## src/include/lcc_cfg.svh

```systemverilog
/*
  Constants of the constant-light controller: register offsets, field
  positions, reset values and timing counts.
  Assumes a 40 MHz mclk and an APB master with 32-bit data.
*/
`ifndef LCC_CFG_SVH
`define LCC_CFG_SVH

// ****************************************
// register map
// ****************************************
`define LCC_OFS_CFG 8'h00
`define LCC_OFS_SPT 8'h04
`define LCC_OFS_STEP 8'h08
`define LCC_OFS_TIME 8'h0C
`define LCC_OFS_STAT 8'h10

// cfg word bit positions
`define LCC_B_ABS 0
`define LCC_B_LL_EN 1
`define LCC_B_LL_OFF 2
`define LCC_B_SD_LO 3
`define LCC_B_SD_HI 4
`define LCC_B_MIN_ABS 5
`define LCC_B_AFT_OFF 6
`define LCC_B_OFF_ABS 7
`define LCC_B_CANCEL 8
`define LCC_B_START_ABS 9

// reset values
`define LCC_RST_CFG 32'h0000_0307
`define LCC_RST_SPT 32'h0A0A_012C
`define LCC_RST_STEP 32'hFF32_0A04
`define LCC_RST_TIME 32'hFF00_0505

// ****************************************
// telegram codes and timing
// ****************************************
`define LCC_DIM_FULL_DN 8'h01
`define LCC_VAL_MIN 8'h01
`define LCC_VAL_FULL 8'hFF
`define LCC_SD_STD_S 9'd10
`define LCC_CLK_HZ 40000000
`define LCC_TICK_S 1
`define LCC_TICK_CYC (`LCC_CLK_HZ * `LCC_TICK_S)

`endif

```

## src/include/lcc_pkg.sv

```systemverilog
/*
  Types of the constant-light controller: phases, telegram kinds, carriers
  and state records.
  Assumes lcc_cfg.svh is compiled alongside for the constants.
*/
package lcc_pkg;

  // control phases, one-hot
  typedef enum logic [4:0] {
    PH_IDLE = 5'h01,
    PH_START = 5'h02,
    PH_SWAIT = 5'h04,
    PH_MAIN = 5'h08,
    PH_SDWAIT = 5'h10
  } lcc_phase_t;

  typedef enum logic [1:0] {
    TK_SW = 2'h0,
    TK_VAL = 2'h1,
    TK_DIM = 2'h2
  } lcc_kind_t;

  // outgoing bus telegram, valid for one cycle
  typedef struct packed {
    logic valid;
    lcc_kind_t kind;
    logic [7:0] data;
  } lcc_tg_t;

  typedef struct packed {
    logic [31:0] cnt;
    logic tick;
  } lcc_tick_st_t;

  typedef struct packed {
    logic [31:0] cfg;
    logic [31:0] spt;
    logic [31:0] step;
    logic [31:0] tim;
    lcc_phase_t phase;
    logic [8:0] tmr;
    logic [7:0] out;
    logic [7:0] est;
    logic pres_q;
    lcc_tg_t tg;
    logic [31:0] prdata;
    logic pready;
    logic pslverr;
  } lcc_st_t;

endpackage : lcc_pkg

```

## src/rtl/lcc_tick.sv

```systemverilog
/*
  One-second timebase for the controller waits.
  Assumes a free-running mclk; CYC may be shortened for simulation.
*/
`timescale 1ns/1ps
`default_nettype none
`include "lcc_cfg.svh"

module lcc_tick #(
  parameter int unsigned CYC = `LCC_TICK_CYC
) (
  input wire logic mclk,
  input wire logic arst_n,
  output logic tick
);

  lcc_pkg::lcc_tick_st_t st;
  lcc_pkg::lcc_tick_st_t next_st;

  // count down, pulse once per period
  always_comb begin
    next_st = st;
    next_st.tick = 1'b0;
    if (st.cnt == 32'h0000_0000) begin
      next_st.cnt = 32'(CYC - 1);
      next_st.tick = 1'b1;
    end else begin
      next_st.cnt = st.cnt - 32'h0000_0001;
    end
  end

  always_ff @(posedge mclk or negedge arst_n) begin
    if (!arst_n) begin
      st <= '0;
    end else begin
      st <= next_st;
    end
  end

  assign tick = st.tick;

endmodule : lcc_tick

`default_nettype wire

```

## src/rtl/lcc_core.sv

```systemverilog
/*
  Constant-light controller: startup hand-off, main control with lower
  limit and switch-off brightness, and the end-of-presence step-down.
  Assumes presence and measured brightness come from logic on mclk, and an
  APB master reaches the configuration registers.
*/
// The placing of the registers and the APB register port were decided locally.
`timescale 1ns/1ps
`default_nettype none
`include "lcc_cfg.svh"

module lcc_core #(
  parameter int unsigned TICK_CYC = `LCC_TICK_CYC
) (
  input wire logic mclk,
  input wire logic arst_n,
  input wire logic psel,
  input wire logic penable,
  input wire logic pwrite,
  input wire logic [7:0] paddr,
  input wire logic [31:0] pwdata,
  output logic [31:0] prdata,
  output logic pready,
  output logic pslverr,
  input wire logic pres,
  input wire logic [15:0] lux,
  output lcc_pkg::lcc_tg_t tg
);

  // ****************************************
  // state and timebase
  // ****************************************
  lcc_pkg::lcc_st_t st;
  lcc_pkg::lcc_st_t next_st;
  logic tick;

  lcc_tick #(.CYC(TICK_CYC)) u_tick (
    .mclk(mclk),
    .arst_n(arst_n),
    .tick(tick)
  );

  // ****************************************
  // configuration fields and thresholds
  // ****************************************
  logic abs_fmt, ll_en, ll_off, min_abs, aft_off, off_abs, cancel, start_abs;
  logic [1:0] sd_mode;
  logic [15:0] sp;
  logic [7:0] hy, ah, mstep, llim, pct, rep;
  logic [2:0] code;
  logic [7:0] amt;
  logic [24:0] prod_u, prod_o;
  logic [17:0] up_lim, soff;
  logic ll_hit;
  logic [15:0] pct_scaled;

  assign abs_fmt = st.cfg[`LCC_B_ABS];
  assign ll_en = st.cfg[`LCC_B_LL_EN];
  assign ll_off = st.cfg[`LCC_B_LL_OFF];
  assign sd_mode = st.cfg[`LCC_B_SD_HI:`LCC_B_SD_LO];
  assign min_abs = st.cfg[`LCC_B_MIN_ABS];
  assign aft_off = st.cfg[`LCC_B_AFT_OFF];
  assign off_abs = st.cfg[`LCC_B_OFF_ABS];
  assign cancel = st.cfg[`LCC_B_CANCEL];
  assign start_abs = st.cfg[`LCC_B_START_ABS];
  assign sp = st.spt[15:0];
  assign hy = st.spt[23:16];
  // extra hysteresis only counts with switch-off behaviour selected
  assign ah = ll_off ? st.spt[31:24] : 8'h00;
  // zero step would stall the loop, so one is the floor
  assign mstep = (st.step[7:0] == 8'h00) ? 8'h01 : st.step[7:0];
  assign code = (st.step[2:0] == 3'h0) ? 3'h1 : st.step[2:0];
  // limit clamped into 1..128
  assign llim = (st.step[15:8] == 8'h00) ? 8'h01 :
                (st.step[15:8] > 8'h80) ? 8'h80 : st.step[15:8];
  assign pct = (st.step[23:16] == 8'h00) ? 8'h01 :
               (st.step[23:16] > 8'h64) ? 8'h64 : st.step[23:16];
  assign pct_scaled = 16'((17'(pct) * 17'h000FF) / 17'h00064);
  assign rep = (st.tim[7:0] == 8'h00) ? 8'h01 : st.tim[7:0];
  // relative step code n moves roughly 255 >> (n-1) of full scale
  assign amt = `LCC_VAL_FULL >> (code - 3'h1);

  // upper setpoint limit and switch-off brightness
  assign prod_u = 25'(sp) * 25'(hy);
  assign prod_o = 25'(sp) * 25'({1'b0, hy} + {1'b0, ah});
  assign up_lim = 18'(prod_u / 25'h0000064) + 18'(sp);
  assign soff = 18'(prod_o / 25'h0000064) + 18'(sp);

  // relative limit is inferred from the estimated level
  assign ll_hit = abs_fmt ? (st.out <= llim) : (st.est <= amt);

  // ****************************************
  // next-state logic
  // ****************************************
  // one combinational pass covers bus, timers and phases
  always_comb begin
    next_st = st;
    next_st.tg.valid = 1'b0;
    next_st.pres_q = pres;
    next_st.pready = psel & ~penable;
    next_st.pslverr = 1'b0;

    // apb read data captured in the setup cycle
    if (psel && !penable) begin
      case (paddr)
        `LCC_OFS_CFG: next_st.prdata = st.cfg;
        `LCC_OFS_SPT: next_st.prdata = st.spt;
        `LCC_OFS_STEP: next_st.prdata = st.step;
        `LCC_OFS_TIME: next_st.prdata = st.tim;
        `LCC_OFS_STAT: next_st.prdata = {7'h00, st.tmr, st.out, 3'h0, st.phase};
        default: next_st.prdata = 32'h0000_0000;
      endcase
      next_st.pslverr = (paddr > `LCC_OFS_STAT) || (paddr[1:0] != 2'h0) ||
                        (pwrite && paddr == `LCC_OFS_STAT);
    end
    // writes land at the access edge; unmapped ones are dropped
    if (psel && penable && st.pready && pwrite) begin
      case (paddr)
        `LCC_OFS_CFG: next_st.cfg = pwdata;
        `LCC_OFS_SPT: next_st.spt = pwdata;
        `LCC_OFS_STEP: next_st.step = pwdata;
        `LCC_OFS_TIME: next_st.tim = pwdata;
        default: next_st.cfg = st.cfg;
      endcase
    end

    case (st.phase)
      lcc_pkg::PH_IDLE: begin
        if (pres && !st.pres_q) begin
          next_st.phase = lcc_pkg::PH_START;
        end
      end
      lcc_pkg::PH_START: begin
        if (lux >= sp) begin
          next_st.phase = lcc_pkg::PH_MAIN;
          next_st.tmr = 9'h000;
        end else begin
          next_st.tg.valid = 1'b1;
          next_st.tg.kind = start_abs ? lcc_pkg::TK_VAL : lcc_pkg::TK_SW;
          next_st.tg.data = start_abs ? st.tim[31:24] : 8'h01;
          next_st.out = start_abs ? st.tim[31:24] : `LCC_VAL_FULL;
          next_st.est = next_st.out;
          next_st.tmr = {1'b0, st.tim[15:8]};
          next_st.phase = lcc_pkg::PH_SWAIT;
        end
      end
      lcc_pkg::PH_SWAIT: begin
        if (st.tmr == 9'h000) begin
          next_st.phase = lcc_pkg::PH_MAIN;
        end else if (tick) begin
          next_st.tmr = st.tmr - 9'h001;
        end
      end
      lcc_pkg::PH_MAIN: begin
        if (!pres) begin
          // end of presence opens the step-down
          next_st.tmr = `LCC_SD_STD_S + {1'b0, st.tim[23:16]};
          next_st.tg.valid = 1'b1;
          next_st.phase = lcc_pkg::PH_SDWAIT;
          if (sd_mode == 2'h0) begin
            next_st.tg.kind = off_abs ? lcc_pkg::TK_VAL : lcc_pkg::TK_SW;
            next_st.tg.data = 8'h00;
            next_st.out = 8'h00;
            next_st.est = 8'h00;
            next_st.phase = lcc_pkg::PH_IDLE;
          end else if (sd_mode == 2'h1) begin
            next_st.tg.kind = min_abs ? lcc_pkg::TK_VAL : lcc_pkg::TK_DIM;
            next_st.tg.data = min_abs ? `LCC_VAL_MIN : `LCC_DIM_FULL_DN;
            next_st.out = `LCC_VAL_MIN;
            next_st.est = 8'h00;
          end else begin
            next_st.tg.kind = lcc_pkg::TK_VAL;
            next_st.tg.data = pct_scaled[7:0];
            next_st.out = pct_scaled[7:0];
            next_st.est = pct_scaled[7:0];
          end
        end else if (st.tmr != 9'h000) begin
          // repeat time between telegrams
          if (tick) begin
            next_st.tmr = st.tmr - 9'h001;
          end
        end else begin
          next_st.tmr = {1'b0, rep};
          if ({2'h0, lux} < {2'h0, sp}) begin
            // too dark: step up in the configured format
            if (abs_fmt) begin
              next_st.tg.valid = (st.out != `LCC_VAL_FULL);
              next_st.tg.kind = lcc_pkg::TK_VAL;
              next_st.out = ({1'b0, st.out} + {1'b0, mstep} > 9'h0FF) ?
                            `LCC_VAL_FULL : st.out + mstep;
              next_st.tg.data = next_st.out;
            end else begin
              next_st.tg.valid = 1'b1;
              next_st.tg.kind = lcc_pkg::TK_DIM;
              next_st.tg.data = {4'h0, 1'b1, code};
              next_st.est = ({1'b0, st.est} + {1'b0, amt} > 9'h0FF) ?
                            `LCC_VAL_FULL : st.est + amt;
            end
          end else if ({2'h0, lux} > up_lim) begin
            if (!ll_hit) begin
              // too bright and room left above the limit
              next_st.tg.valid = 1'b1;
              if (abs_fmt) begin
                next_st.tg.kind = lcc_pkg::TK_VAL;
                next_st.out = ({1'b0, st.out} > {1'b0, llim} + {1'b0, mstep}) ?
                              st.out - mstep : llim;
                next_st.tg.data = next_st.out;
              end else begin
                next_st.tg.kind = lcc_pkg::TK_DIM;
                next_st.tg.data = {4'h0, 1'b0, code};
                next_st.est = ({1'b0, st.est} >= {1'b0, amt} + {1'b0, amt}) ?
                              st.est - amt : amt;
              end
            end else if (ll_en && ll_off && {2'h0, lux} >= soff) begin
              next_st.tg.valid = 1'b1;
              next_st.tg.kind = off_abs ? lcc_pkg::TK_VAL : lcc_pkg::TK_SW;
              next_st.tg.data = 8'h00;
              next_st.out = 8'h00;
              next_st.est = 8'h00;
              next_st.phase = lcc_pkg::PH_IDLE;
            end
            // otherwise the limit is ignored or held: no telegram
          end
        end
      end
      lcc_pkg::PH_SDWAIT: begin
        if (pres && cancel && !st.pres_q) begin
          next_st.phase = lcc_pkg::PH_START;
        end else if (st.tmr == 9'h000) begin
          if (aft_off) begin
            next_st.tg.valid = 1'b1;
            next_st.tg.kind = off_abs ? lcc_pkg::TK_VAL : lcc_pkg::TK_SW;
            next_st.tg.data = 8'h00;
            next_st.out = 8'h00;
            next_st.est = 8'h00;
          end
          next_st.phase = pres ? lcc_pkg::PH_START : lcc_pkg::PH_IDLE;
        end else if (tick) begin
          next_st.tmr = st.tmr - 9'h001;
        end
      end
      default: next_st.phase = lcc_pkg::PH_IDLE;
    endcase
  end

  always_ff @(posedge mclk or negedge arst_n) begin
    if (!arst_n) begin
      st <= '{cfg: `LCC_RST_CFG, spt: `LCC_RST_SPT, step: `LCC_RST_STEP,
              tim: `LCC_RST_TIME, phase: lcc_pkg::PH_IDLE, default: '0};
    end else begin
      st <= next_st;
    end
  end

  assign prdata = st.prdata;
  assign pready = st.pready;
  assign pslverr = st.pslverr;
  assign tg = st.tg;
endmodule : lcc_core

`default_nettype wire

```

## config.mk

```make
export PLATFORM = sky130hd
export DESIGN_NAME = lcc_core
export DESIGN_NICKNAME = d
export VERILOG_FILES = /design/src/include/lcc_pkg.sv /design/src/rtl/lcc_tick.sv /design/src/rtl/lcc_core.sv
export VERILOG_INCLUDE_DIRS = /design/src /design/src/include
export SDC_FILE = /design/constraint.sdc
export NUM_CORES = 2
export LEC_CHECK = 0
export BUFFER_PORTS_ARGS = -buffer_cell sky130_fd_sc_hd__buf_2
export CORE_MARGIN = 4
export CORE_UTILIZATION = 30
export DETAILED_ROUTE_END_ITERATION = 16
export RECOVER_POWER = 50
export SLEW_MARGIN = 20
export SYNTH_ARGS = -nofsm -noshare
export SYNTH_HDL_FRONTEND = slang
export SYNTH_SLANG_ARGS = --single-unit
```

## constraint.sdc

```tcl
create_clock -name mclk -period 23.2 [get_ports mclk]
set_input_delay 2.32 -clock mclk [delete_from_list [all_inputs] [get_ports mclk]]
set_output_delay 2.32 -clock mclk [all_outputs]
set_load 0.02 [all_outputs]
```

==> flow_summary.toml <==
[critical_path]
max_stage_delay_ns = 0.61
rrSetupSlack_ns = 1.16
critical_path.startpoint = "ll_off"
cpMaxStageDelayCell = "dfstp_2"
reg2reg_from = "ll_off"
critPathTopFamily = "compound AO/OA/AOI/OAI gates"
path_depth = 94
arrival_ns = 22.51
cp_max_fo = 16
endpoint_kind = "register"
path_buf_inv = 8
r2r-end = "tg[0]"
worstPathRequired_ns = 23.67
rr_worst_depth = 94
critPathKind = "reg -> reg"
start_kind = "register"

[routing]
first_pass_iters = 8
routed_via_density = 5.471
route.detailed.drc = 0
ant_nets = 0
routed_wl_um = 117100
vias = 33390
detail_route.iter0.violations = 2562
post_drt_wl_per_cell_um = 19.18

[hold_path]
holdCritPathClass = "reg -> reg"
whs_path_depth = 2
hold_path.startpoint = "prdata[0]"
min_to = "prdata[0]"

[clock_network]
root_buffer = "clkbuf_16"
tritoncts = "built"
cts_max_path_buffers = 3
cts_sinks = 237
clk_pin_slew_worst_paths_ns = 0.06
clkLatencyLatePin_ns = 0.59
h-tree-depth = 1
cts_hold_buf = 0
cts_inserted_buffers = 27

[global_route]
gr-total-overflow = 0
use_met1_pct = 24.07
grtUsageMet3_pct = 2.513
antenna_found_initial = 12
busiest_layer = "met2"
grt_pass1_vias = 32190
met2_usage_pct = 29.99
grt_max_degree = 103
grt_usage_pct = 17.76
grt_first_pass_wirelength_um = 183300

[sta]
post-route-period-util_pct = 94.98
fmax_mhz = 45.38
setup_tns_ns = 0
hold_viol = 0
finalCriticalPeriod_ns = 22.04
maxSlewHeadroom_pct = -293.9
slew_viol_final = 309
clock_skew_ns = 0.04878
worstMarginPinSlew_ns = 5.908
setup_violations = 0
fin_hold_ws_ns = 0.4784

[logic_synthesis]
syn_inst = 4417
synth-edff-count = 0
async_reset_ff_share_pct = 100.0
yosys.area_share.simple_pct = 18.19
yosys_warnings = 0
ys_seq_area_share_pct = 16.50
synthMuxAreaShare_pct = 6.304
avgSynthCellArea_um2 = 8.205
synthXorXnorAreaFrac_pct = 5.520
synth_top_family_by_area = "compound AO/OA/AOI/OAI gates"
ys_seq_elements = 237
synthFlopType = "dfrtp_1"
synth_area_um2 = 36240
synth_compound_area_share_pct = 24.08
synth_adder_area_share_pct = 22.26
synth.distinct_cells = 134

[finish]
final_util_pct = 33.64
area_growth_syn_to_layout_pct = 11.35
multiInputGateArea_um2 = 28450
area.sequential_um2 = 5992
drive_gt1_share_pct = 14.15
num-fill-cells = 12520
num-nets-final = 5031
stdcell_count = 6103

[run_status]
violations = "max-capacitance violations, max-slew violations"
outcome = "finished with violations"

[job]
maxCapViolCount = 4

[die]
core-area_um2 = 120000
die_y_um = 355.6
io_pins = 107
start_util_pct = 30.21
die_area_um2 = 126400
die_w_um = 355.6
row_count = 127

[placement]
io_buffers = 106
dp_hpwl_um = 91560
dp.cells = 6015
routabilityCongestion = 0.9427
metrics by stage:
stage	area [um^2]	setup slack, ns
3_3_place_gp	38550	0.4119
5_1_grt	40350	-0.1435
2_1_floorplan	36260	2.755
6_report	40360	1.164
3_5_place_dp	38550	0.05906
4_1_cts	39460	0.07606
cell usage after synthesis, types with 50 or more instances:
| master | instances | area share [%] |
|---|---|---|
| ha_1 | 284 | 9.8 |
| xor2_1 | 69 | 1.7 |
| nor3_1 | 88 | 1.2 |
| nand2_1 | 462 | 4.8 |
| nand3_1 | 85 | 1.2 |
| fa_1 | 219 | 12 |
| o21ai_0 | 236 | 3.3 |
| nand2b_1 | 50 | 0.86 |
| xnor2_1 | 147 | 3.6 |
| nor2_1 | 295 | 3.1 |
| a21o_1 | 80 | 1.7 |
| dfrtp_1 | 197 | 14 |
| and2_1 | 167 | 2.9 |
| mux2_2 | 115 | 3.6 |
| mux2i_1 | 94 | 2.6 |
| inv_1 | 392 | 4.1 |
| clkbuf_1 | 127 | 1.3 |
| a21oi_1 | 287 | 4.0 |
registers in the layout (all words and copies together), names as in the netlist:
| signal | flops |
|---|---|
| hy | 8 |
| pready | 1 |
| st | 126 |
| sd_mode | 2 |
| tg | 11 |
| u_tick.tick | 1 |
| u_tick.st | 32 |
| off_abs | 1 |
| sp | 16 |
| ll_en | 1 |
| min_abs | 1 |
| pslverr | 1 |
| aft_off | 1 |
| cancel | 1 |
| ll_off | 1 |
| prdata | 32 |
| abs_fmt | 1 |
area by class of cell:
| class | instances | share of cell area [%] |
|---|---|---|
| Antenna cell | 4 | 0.02480 |
| Clock buffer | 42 | 1.962 |
| Clock inverter | 8 | 0.2852 |
| Inverter | 400 | 3.720 |
| Multi-Input combinational cell | 3559 | 70.50 |
| Sequential cell | 237 | 14.85 |
| Tap cell | 1612 | 4.998 |
| Timing Repair Buffer | 241 | 3.661 |
repair_timing:
action / 4_1_cts / 5_1_grt
gates cloned: 0 / 2
endpoints found under the setup margin: 21 / 30
buffers inserted: 0 / 32
pin swaps: 0 / 29
resized for setup: 1 / 149
metal layers:
metal,wire length [um],vias to the layer above
met1,51780,16370
li1,-,15780
met2,54790,1060
met3,7690,168
met5,30,-
met4,2793,6
worst reg2reg max path, delay by kind of cell (launching register included):
| family | cells | cell delay [ns] |
|---|---|---|
| AOI/OAI and AO/OA | 52 | 11.56 |
| xor gates and xnor gates | 4 | 0.75 |
| adders and majority gates | 9 | 3.49 |
| buffers and inverters | 8 | 1.00 |
| DFF | 1 | 0.61 |
| muxes | 1 | 0.33 |
| and+or+nand+nor | 20 | 4.18 |
kinds of logic after synthesis:
group	count (synthesis)
flip-flops	237
other	2
AO/OA/AOI/OAI	1232
multiplexers	213
buffers and inverters	627
AND/OR/NAND/NOR	1368
XOR/XNOR	222
adder cells (fa/ha/maj)	516
placed cells by master (no fill, tap or decap), types with 35 or more instances in the layout:
master and n:
buf_2 65, a31oi_1 35, nor2_1 288, nand4_1 40, ha_1 281, o211ai_1 47
a211oi_1 40, nand2_1 460, xnor2_1 140, xor2_1 67, o21ai_0 230, clkbuf_1 55
buf_4 129, nand3_1 83, a21o_1 79, fa_1 219, inv_1 392, a21oi_1 268
o21bai_1 39, nor3_1 81, and2_1 166, dfrtp_1 191, mux2i_1 89, mux2_2 115
dfstp_2 39, nand2b_1 49
how the worst max path moves through the flow:
stage,end,slack (ns)
2_1_floorplan,st[54],2.76
3_3_place_gp,tg[6],0.41
3_5_place_dp,tg[4],0.06
4_1_cts,tg[6],0.08
5_1_grt,st[50],-0.14
6_report,tg[0],1.16
Power is left out: the tool's default activity adds up to more than one toggle a clock period on the data nets, which glitch-free logic cannot reach.
